==> src/ppfm_pkg.sv <==
package ppfm_pkg;
  localparam int ADDR_W = 12;
  localparam logic [11:0] OFF_P5_FUNC = 12'h000;
  localparam logic [11:0] OFF_P5_DIR = 12'h004;
  localparam logic [11:0] OFF_P5_DATA = 12'h008;
  localparam logic [11:0] OFF_P7_DIR = 12'h00c;
  localparam logic [11:0] OFF_P7_DATA = 12'h010;
  localparam logic [11:0] OFF_P8_DIR = 12'h014;
  localparam logic [11:0] OFF_P8_DATA = 12'h018;
  localparam int P5_WAKE_N = 6;
  localparam int P5_TRIG_BIT = 5;
  localparam int P7_OUT_BIT = 6;
  localparam int P7_CLK_BIT = 5;
  localparam int P7_RST_BIT = 4;
  localparam int P8_CLK_BIT = 0;
  localparam logic [7:0] P7_IMPL_MASK = 8'h70;
  localparam logic [7:0] P7_RSVD_READ = 8'h8f;
  localparam logic [7:0] P5_FUNC_MASK = 8'h3f;
  localparam logic [7:0] RESET_BYTE = 8'h00;
  localparam logic [3:0] TV_SEL_GPIO = 4'h0;
endpackage

==> src/ppfm_top.sv <==
// Our own choices: register access over APB and the placing of the registers.
`timescale 1ns/1ps
// Contract
// - Port5 low pins: wake select 0 gives GPIO by direction, 1 gives wake input.
// - Port5 pin 5 in wake mode also feeds the converter trigger input.
// - Port7 direction bits 6..4: 1 output, 0 input, reset 0.
// - Timer-V output select overrides port7 pin 6 direction.
// - Select 0000 leaves pin 6 GPIO; any other value drives timer-V output.
// - Port7 pins 5 and 4 always feed timer-V clock and reset inputs.
// - Port7 data register holds values driven onto output pins.
// - Port7 data read: latch when direction 1, synced pin when direction 0.
// - Port7 data bits 7 and 3..0 read 1 and ignore writes.
// - Timer-W claims take priority over port8 settings on pins 4..1.
// - Port8 pin 0 always feeds the timer-W clock input.
// - Port5 direction bit 1 output, 0 input, only while a general port.
module ppfm_top (
  input wire logic ref_clk,
  input wire logic resetn,
  input wire logic psel,
  input wire logic penable,
  input wire logic pwrite,
  input wire logic [11:0] paddr,
  input wire logic [31:0] pwdata,
  output logic [31:0] prdata,
  output logic pready,
  output logic pslverr,
  input wire logic [7:0] p5PinIn,
  output logic [7:0] p5PinOut,
  output logic [7:0] p5PinOe,
  input wire logic [7:0] p7PinIn,
  output logic [7:0] p7PinOut,
  output logic [7:0] p7PinOe,
  input wire logic [7:0] p8PinIn,
  output logic [7:0] p8PinOut,
  output logic [7:0] p8PinOe,
  input wire logic [3:0] timerVOutputSelect,
  input wire logic timerVOutput,
  input wire logic [4:1] timerWClaim,
  input wire logic [4:1] timerWOut,
  output logic timerVClockIn,
  output logic timerVResetIn,
  output logic timerWClockIn,
  output logic [3:0] timerWIoIn,
  output logic [5:0] wakeIn,
  output logic converterTriggerIn
);
  logic [7:0] p5Func_q, p5Func_d, p5Dir_q, p5Dir_d, p5Data_q, p5Data_d;
  logic [7:0] p7Dir_q, p7Dir_d, p7Data_q, p7Data_d, p8Dir_q, p8Dir_d, p8Data_q, p8Data_d;
  logic [7:0] s5a_q, s5b_q, s7a_q, s7b_q, s8a_q, s8b_q;
  logic [31:0] prdata_d;
  logic pready_d, pslverr_d;
  logic [7:0] p5Out_d, p5Oe_d, p7Out_d, p7Oe_d, p8Out_d, p8Oe_d;
  logic tvClk_d, tvRst_d, twClk_d, trig_d;
  logic [3:0] twIo_d;
  logic [5:0] wake_d;
  logic setup, access, wr, tvClaim;
  logic [7:0] wb;

  assign setup = psel && !penable;
  assign access = psel && penable && pready;
  assign wr = access && pwrite;
  assign wb = pwdata[7:0];
  assign tvClaim = timerVOutputSelect != ppfm_pkg::TV_SEL_GPIO;

  // Two stages on every pin before anything reads it.
  always_ff @(posedge ref_clk or negedge resetn) begin
    if (!resetn) begin
      s5a_q <= 8'h00;
      s5b_q <= 8'h00;
      s7a_q <= 8'h00;
      s7b_q <= 8'h00;
      s8a_q <= 8'h00;
      s8b_q <= 8'h00;
    end else begin
      s5a_q <= p5PinIn;
      s5b_q <= s5a_q;
      s7a_q <= p7PinIn;
      s7b_q <= s7a_q;
      s8a_q <= p8PinIn;
      s8b_q <= s8a_q;
    end
  end

  always_comb begin
    p5Func_d = p5Func_q;
    p5Dir_d = p5Dir_q;
    p5Data_d = p5Data_q;
    p7Dir_d = p7Dir_q;
    p7Data_d = p7Data_q;
    p8Dir_d = p8Dir_q;
    p8Data_d = p8Data_q;
    pready_d = setup;
    pslverr_d = 1'b0;
    prdata_d = 32'h0000_0000;
    if (paddr == ppfm_pkg::OFF_P5_FUNC) begin
      if (wr) p5Func_d = wb & ppfm_pkg::P5_FUNC_MASK;
      prdata_d[7:0] = p5Func_q;
    end else if (paddr == ppfm_pkg::OFF_P5_DIR) begin
      if (wr) p5Dir_d = wb;
    end else if (paddr == ppfm_pkg::OFF_P5_DATA) begin
      if (wr) p5Data_d = wb;
      prdata_d[7:0] = (p5Dir_q & p5Data_q) | (~p5Dir_q & s5b_q);
    end else if (paddr == ppfm_pkg::OFF_P7_DIR) begin
      if (wr) p7Dir_d = wb & ppfm_pkg::P7_IMPL_MASK;
    end else if (paddr == ppfm_pkg::OFF_P7_DATA) begin
      if (wr) p7Data_d = wb & ppfm_pkg::P7_IMPL_MASK;
      prdata_d[7:0] = ((p7Dir_q & p7Data_q) | (~p7Dir_q & s7b_q & ppfm_pkg::P7_IMPL_MASK))
                      | ppfm_pkg::P7_RSVD_READ;
    end else if (paddr == ppfm_pkg::OFF_P8_DIR) begin
      if (wr) p8Dir_d = wb;
    end else if (paddr == ppfm_pkg::OFF_P8_DATA) begin
      if (wr) p8Data_d = wb;
      prdata_d[7:0] = (p8Dir_q & p8Data_q) | (~p8Dir_q & s8b_q);
    end else begin
      pslverr_d = setup;
    end
    if (!setup) begin
      prdata_d = prdata;
      pslverr_d = 1'b0;
    end
  end

  always_comb begin
    for (int i = 0; i < 8; i++) begin
      p5Oe_d[i] = p5Dir_q[i];
    end
    p5Oe_d[5:0] = p5Dir_q[5:0] & ~p5Func_q[5:0];
    p5Out_d = p5Data_q & p5Oe_d;
    wake_d = s5b_q[5:0] & p5Func_q[5:0];
    trig_d = p5Func_q[ppfm_pkg::P5_TRIG_BIT] && s5b_q[ppfm_pkg::P5_TRIG_BIT];
    p7Oe_d = p7Dir_q;
    p7Out_d = p7Data_q & p7Dir_q;
    if (tvClaim) begin
      p7Oe_d[ppfm_pkg::P7_OUT_BIT] = 1'b1;
      p7Out_d[ppfm_pkg::P7_OUT_BIT] = timerVOutput;
    end
    tvClk_d = s7b_q[ppfm_pkg::P7_CLK_BIT];
    tvRst_d = s7b_q[ppfm_pkg::P7_RST_BIT];
    p8Oe_d = p8Dir_q;
    p8Out_d = p8Data_q & p8Dir_q;
    for (int j = 1; j < 5; j++) begin
      if (timerWClaim[j]) begin
        p8Oe_d[j] = 1'b1;
        p8Out_d[j] = timerWOut[j];
      end
    end
    twIo_d = s8b_q[4:1];
    twClk_d = s8b_q[ppfm_pkg::P8_CLK_BIT];
  end

  always_ff @(posedge ref_clk or negedge resetn) begin
    if (!resetn) begin
      p5Func_q <= 8'h00;
      p5Dir_q <= 8'h00;
      p5Data_q <= 8'h00;
      p7Dir_q <= 8'h00;
      p7Data_q <= 8'h00;
      p8Dir_q <= 8'h00;
      p8Data_q <= 8'h00;
      prdata <= 32'h0000_0000;
      pready <= 1'b0;
      pslverr <= 1'b0;
      p5PinOut <= 8'h00;
      p5PinOe <= 8'h00;
      p7PinOut <= 8'h00;
      p7PinOe <= 8'h00;
      p8PinOut <= 8'h00;
      p8PinOe <= 8'h00;
      timerVClockIn <= 1'b0;
      timerVResetIn <= 1'b0;
      timerWClockIn <= 1'b0;
      timerWIoIn <= 4'h0;
      wakeIn <= 6'h00;
      converterTriggerIn <= 1'b0;
    end else begin
      p5Func_q <= p5Func_d;
      p5Dir_q <= p5Dir_d;
      p5Data_q <= p5Data_d;
      p7Dir_q <= p7Dir_d;
      p7Data_q <= p7Data_d;
      p8Dir_q <= p8Dir_d;
      p8Data_q <= p8Data_d;
      prdata <= prdata_d;
      pready <= pready_d;
      pslverr <= pslverr_d;
      p5PinOut <= p5Out_d;
      p5PinOe <= p5Oe_d;
      p7PinOut <= p7Out_d;
      p7PinOe <= p7Oe_d;
      p8PinOut <= p8Out_d;
      p8PinOe <= p8Oe_d;
      timerVClockIn <= tvClk_d;
      timerVResetIn <= tvRst_d;
      timerWClockIn <= twClk_d;
      timerWIoIn <= twIo_d;
      wakeIn <= wake_d;
      converterTriggerIn <= trig_d;
    end
  end
endmodule

==> config.mk <==
export PLATFORM = sky130hd
export DESIGN_NAME = ppfm_top
export DESIGN_NICKNAME = d
export VERILOG_FILES = /design/src/ppfm_pkg.sv /design/src/ppfm_top.sv
export SDC_FILE = /design/constraint.sdc
export NUM_CORES = 1
export LEC_CHECK = 0
export BUFFER_PORTS_ARGS = -buffer_cell sky130_fd_sc_hd__buf_4
export CORE_UTILIZATION = 45
export CTS_CLUSTER_SIZE = 14
export DETAILED_ROUTE_END_ITERATION = 7
export PLACE_DENSITY_LB_ADDON = 0.25
export SLEW_MARGIN = 20
export SYNTH_ARGS = -nofsm -noshare
export SYNTH_HDL_FRONTEND = slang
export SYNTH_SLANG_ARGS = --single-unit
==> constraint.sdc <==
create_clock -name ref_clk -period 1.6 [get_ports ref_clk]
set_input_delay 0.24 -clock ref_clk [delete_from_list [all_inputs] [get_ports ref_clk]]
set_output_delay 0.24 -clock ref_clk [all_outputs]
set_load 0.02 [all_outputs]
; Word level (Yosys, flattened, before mapping)
; Index checks and enable logic that the tools add are counted.
[totals]
ff_bits = 156
inputBits = 86
[op_classes]
bitwise = 22
n_reduce_logical = 15
mux = 25
eq_ne = 6
[op_table]
columns = cell, n
row1 = $mux 8, 7
row2 = $and 8x8->8, 5
row3 = $eq 12x5->1 const B, 3
row4 = $eq 12x4->1 const B, 2
row5 = $mux 1, 18
row6 = $not 8->8, 2
row7 = $or 8x8->8, 2
row8 = $and 7x7->7, 2
row9 = $and 6x6->6, 2
row10 = $eq 12x3->1 const B, 1
row11 = $logic_not 12->1, 1
row12 = $reduce_and 8->1, 1
row13 = $not 7->7, 1
row14 = $or 7x7->7, 1
row15 = $reduce_and 7->1, 1
row16 = $not 1->1, 6
row17 = $not 6->6, 1
row18 = $reduce_and 6->1, 1
row19 = $logic_and 1x1->1, 5
row20 = $reduce_and 5->1, 1
row21 = $reduce_and 4->1, 1
row22 = $reduce_bool 4->1, 1
row23 = $reduce_and 3->1, 1
row24 = $reduce_and 2->1, 1
row25 = $logic_not 1->1, 1

; Depth between registers and ports, before layout
[logic_depth]
word_depth = 10
ltp_mapped = 7

; Least setup slack after synthesis
; OpenSTA, ideal clock, no wires.
[synth_path]
path_kind = in2reg
from = in paddr[11]
to = reg p5Dir_q[0]
path_stages = 7
required_time_ps = 1475
path_buffers = 3
arrival_time_ps = 2165
path_slack_ps = -690
setup_time_ps = 125
cell_sequence = or4_4 -> buf_6 -> or2_1 -> buf_6 -> or4_4 -> buf_6 -> mux2_4
[synth_between]
elab_chain_cells = 3
elab_cells_between_ends = 4
[synth_rtl]
columns = element, line_no
row1 = "start, declared", ppfm_top.sv:22  ; input wire logic [11:0] paddr,
row2 = $logic_not 12->1, ppfm_top.sv:95  ; if (paddr == ppfm_pkg::OFF_P5_FUNC) begin
row3 = $not 1->1 (no source line), -
row4 = $reduce_and 3->1 (no source line) (*), -
row5 = "end signal, assigned", ppfm_top.sv:177  ; p5Dir_q <= p5Dir_d;
row6 = "end, declared", ppfm_top.sv:47  ; logic [7:0] p5Func_q, p5Func_d, p5Dir_q, p5Dir_d, p5Data_q, p5Data_d;
; Mark *: on every way between the ends. The rest lies on a longest branch, timed or not.
; A chain may end at the register's enable or synchronous reset.

; Worst setup path in the final report
[layout_path]
from = reg pready
to = reg p5Dir_q[1]
[layout_between]
elab_chain_cells = 3
[layout_rtl]
columns = element, line_no
row1 = "start, declared", ppfm_top.sv:25  ; output logic pready,
row2 = "start signal, assigned", ppfm_top.sv:184  ; pready <= pready_d;
row3 = $logic_and 1x1->1, ppfm_top.sv:60  ; assign access = psel && penable && pready;
row4 = $logic_and 1x1->1, ppfm_top.sv:61  ; assign wr = access && pwrite;
row5 = $reduce_and 3->1 (no source line), -
; Every way passes these cells.

==> summary.md <==
| Metric | Value |
|---|---|
| Status | `complete, but fails checks` |
| Failing checks | `setup timing` |
| Area Overhead vs Synth | `42.05%` |
| RSZ-0062 raised after global routing | `true` |
| Cts bufs inserted | `17` |
| DRT Pass-1 Iters | `5` |
| Std-Cell Core Area | `approximately 11000 µm²` |
| GR Overflow Total | `0` |
| WP data required | `around 1.9 ns` |
| Die Span X | `roughly 110 µm` |
| Cell taking the most area after synthesis | `dfrtp_1` |
| Nets | `about 640` |
| Placed cell count | `about 660` |
| Initial antenna violation count | `0` |
| Arrival @ worst endpoint | `~2.2 ns` |
| Clk root buf | `clkbuf_16` |
| Crit-path cells | `nand4_1, or2_1, or4_4, mux2_4` |
| Critical-path top delay cell | `or4_4` |
| Clock skew | `~0.015 ns` |
| GPL Wtd Cong | `approximately 0.84` |
| Largest net degree at the start of global routing | `55` |
| Crit-path max FO | `8` |
| Die height | `approximately 110 µm` |
| Max-Cap Viols | `0` |
| Gate Count Post-Synth | `~370` |
| Worst-Skew Late Latency | `0.42 ns` |
| Yosys warns | `0` |
| CTS Sinks | `between 100 and 150` |
| Mapped Area | `about 5300 µm²` |
| Deepest level of the CTS H-tree | `4` |
| CP Capture Type | `register` |
| Vias in the first global route | `3536` |
| Clock-pin slew on the worst setup and hold paths | `0.06 ns` |
| GRT Total Usage | `0.2027` |
| Mean Syn Cell Area | `~15 µm²` |
| Die area | `roughly 12000 µm²` |
| Pleak | `0.003804 µW` |
| Library cells used by synthesis | `34` |
| Hold crit path type | `in -> reg` |
| Clock Path Buffers | `2` |
| Bufs and invs on worst path | `0` |
| Post-DRT Antenna Nets | `0` |
| DRT Wirelength | `11.64 mm` |
| # rows | `39` |
| Layout cells sized above 1 | `0.4478` |
| Final period util | `1.186` |
| VDD IR max | `0.7031 mV` |
| Sequential element share of the synthesized area | `0.6726` |
| Relative slew slack | `0.6462` |
| Top delay family on crit path | `simple AND/OR/NAND/NOR gates` |
| Top cell type's share of synthesized area | `0.6726` |
| Fin. Hold Viols | `0` |
| N_diodes | `0` |
| Pwr/cell area | `around 1100 nW/µm²` |
| Final TNS setup | `-8.277 ns` |
| Placed instance area | `6550 µm²` |
| Initial DRC count | `approximately 150` |
| HPWL after detailed placement | `8.093 mm` |
| Fillers | `roughly 840` |
| First-pass GRT wire length | `18.91 mm` |
| Max incr delay on CP | `~0.62 ns` |
| Vias | `~3.5k` |
| CP Class | `reg -> reg` |
| Most frequent cells in the layout | `buf_4 (145), dfrtp_1 (143), mux2_4 (43)` |
| Starting density of the core | `0.4639` |
| Final Cell Area | `around 7600 µm²` |
| CTS tree | `built` |
| Final WS setup | `-0.2969 ns` |
| Register area | `3578 µm²` |
| Flops & latches, synth | `about 140` |
| Worst Tran Pin Value | `~0.53 ns` |
| Commonest non-fill, non-tap cell in the layout | `buf_4` |
| Number of I/O pins | `about 180` |
| Finished Layout Cells | `about 710` |
| Routed WL per cell | `between 15 and 20 µm` |
| Largest cells by area after synthesis | `dfrtp_1 (67%), mux2_2 (8.9%), buf_4 (4.9%)` |
| Residual DRC | `0` |
| Final Setup Violations | `44` |
| CP Launch Type | `register` |
| Fin crit period | `between 1.5 and 2 ns` |
| Drt via density | `about 4.9` |
| IO buf count | `around 120` |
| Multi-input gate area | `about 1700 µm²` |
| Pins Over Slew Limit | `0` |
| Max Freq | `between 0.5 and 0.6 GHz` |
## final timing paths
path	startpoint	endpoint	slack (ns)	depth (start not counted)
worst min register to register	s8a_q[6]$_DFF_PN0_	s8b_q[6]$_DFF_PN0_	0.35	0
min in group asynchronous	resetn	p8PinOe[2]$_DFF_PN0_	0.36	2
worst max register to register	pready$_DFF_PN0_	p5Dir_q[1]$_DFFE_PN0P_	-0.30	4
worst min-delay path	timerWClaim[4]	p8PinOut[4]$_DFF_PN0_	0.03	2
max in group asynchronous	resetn	s5b_q[2]$_DFF_PN0_	0.68	3
worst max-delay path	pready$_DFF_PN0_	p5Dir_q[1]$_DFFE_PN0P_	-0.30	4
## cell families (layout without fill, tap and decap cells)
logic type      count (synthesis)  after routing  share of synthesized area
compound gates                 35             35                    0.04045
buf+inv                        49            215                    0.06350
flops                         143            143                     0.6726
mux                            63             63                     0.1359
other cells                     1             34                  0.0007049
simple gates                   75             75                    0.08678
## synthesized netlist by cell type (all sizes together)
| library cell | number |
|---|---|
| a221oi | 2 |
| a22oi | 6 |
| a31oi | 5 |
| and2 | 23 |
| buf | 38 |
| clkbuf | 5 |
| clkinv | 1 |
| conb | 1 |
| dfrtp | 143 |
| inv | 5 |
| mux2 | 50 |
| mux2i | 13 |
| nand2 | 12 |
| nand2b | 2 |
| nand3 | 2 |
| nand3b | 1 |
| nand4 | 1 |
| nor2 | 7 |
| nor2b | 6 |
| nor3 | 7 |
| nor4 | 3 |
| o211ai | 1 |
| o21ai | 15 |
| o22ai | 5 |
| o31ai | 1 |
| or2 | 5 |
| or4 | 4 |
| or4b | 2 |
## report_power, final
part           internal, µW  switching, µW  leakage [µW]
Sequential             3700           28.0       0.00187
Clock                  2480           1370      0.000293
Combinational           231            303       0.00164
Total                  6410           1700       0.00380
## area by class of cell
type,count,area share
flip-flops and latches,143,0.4735
clock buffers,25,0.06689
repair buffers,178,0.1945
inverters,6,0.002980
well taps,143,0.02368
multi-input cells,207,0.2278
clock inverters,6,0.01060
## what timing repair did
action                     CTS  global route
hold buffers                20             0
setup buffers                0             1
pin swaps                    3             7
gates resized for setup      8            40
setup endpoints to repair   45            49
hold endpoints to repair    70             0
## per-stage QoR
stage	util	setup slack, ns	hold slack (ns)	total power, µW
after floorplan	-	-0.6788	-0.05559	4021
after global placement	0.5712	-0.5924	0.2340	4267
after detailed placement	0.5712	-0.5956	0.2378	4279
after CTS	0.6432	-0.2595	0.01861	8175
after global routing	0.6590	-0.3267	0.02441	8411
final	0.6590	-0.2969	0.03214	8114
## per-layer routing
layer,vias to the layer above,track usage,share of wire
met5,-,0,0
met3,14,0.04866,0.055
li1,1573,-,-
met1,1739,0.2850,0.45
met4,0,0.08889,0.016
met2,134,0.3010,0.48
## registers in the layout, summed over array words and instances, names as in the netlist, 4 cells and up
signal      cells
p8Data_q        8
p5PinOut        8
p5Data_q        8
s5b_q           8
p8PinOut        8
prdata          8
s8a_q           8
p5PinOe         8
s8b_q           8
p8Dir_q         8
p5Dir_q         8
s5a_q           8
p8PinOe         8
timerWIoIn      4
wakeIn          5
p5Func_q        6
## worst register-to-register path: stages (launching register included)
cell and delay (ns):
dfrtp_1 0.35, nand4_1 0.16, or2_1 0.30, or4_4 0.62, mux2_4 0.34
No activity file was read; power rests on OpenSTA's default activity.
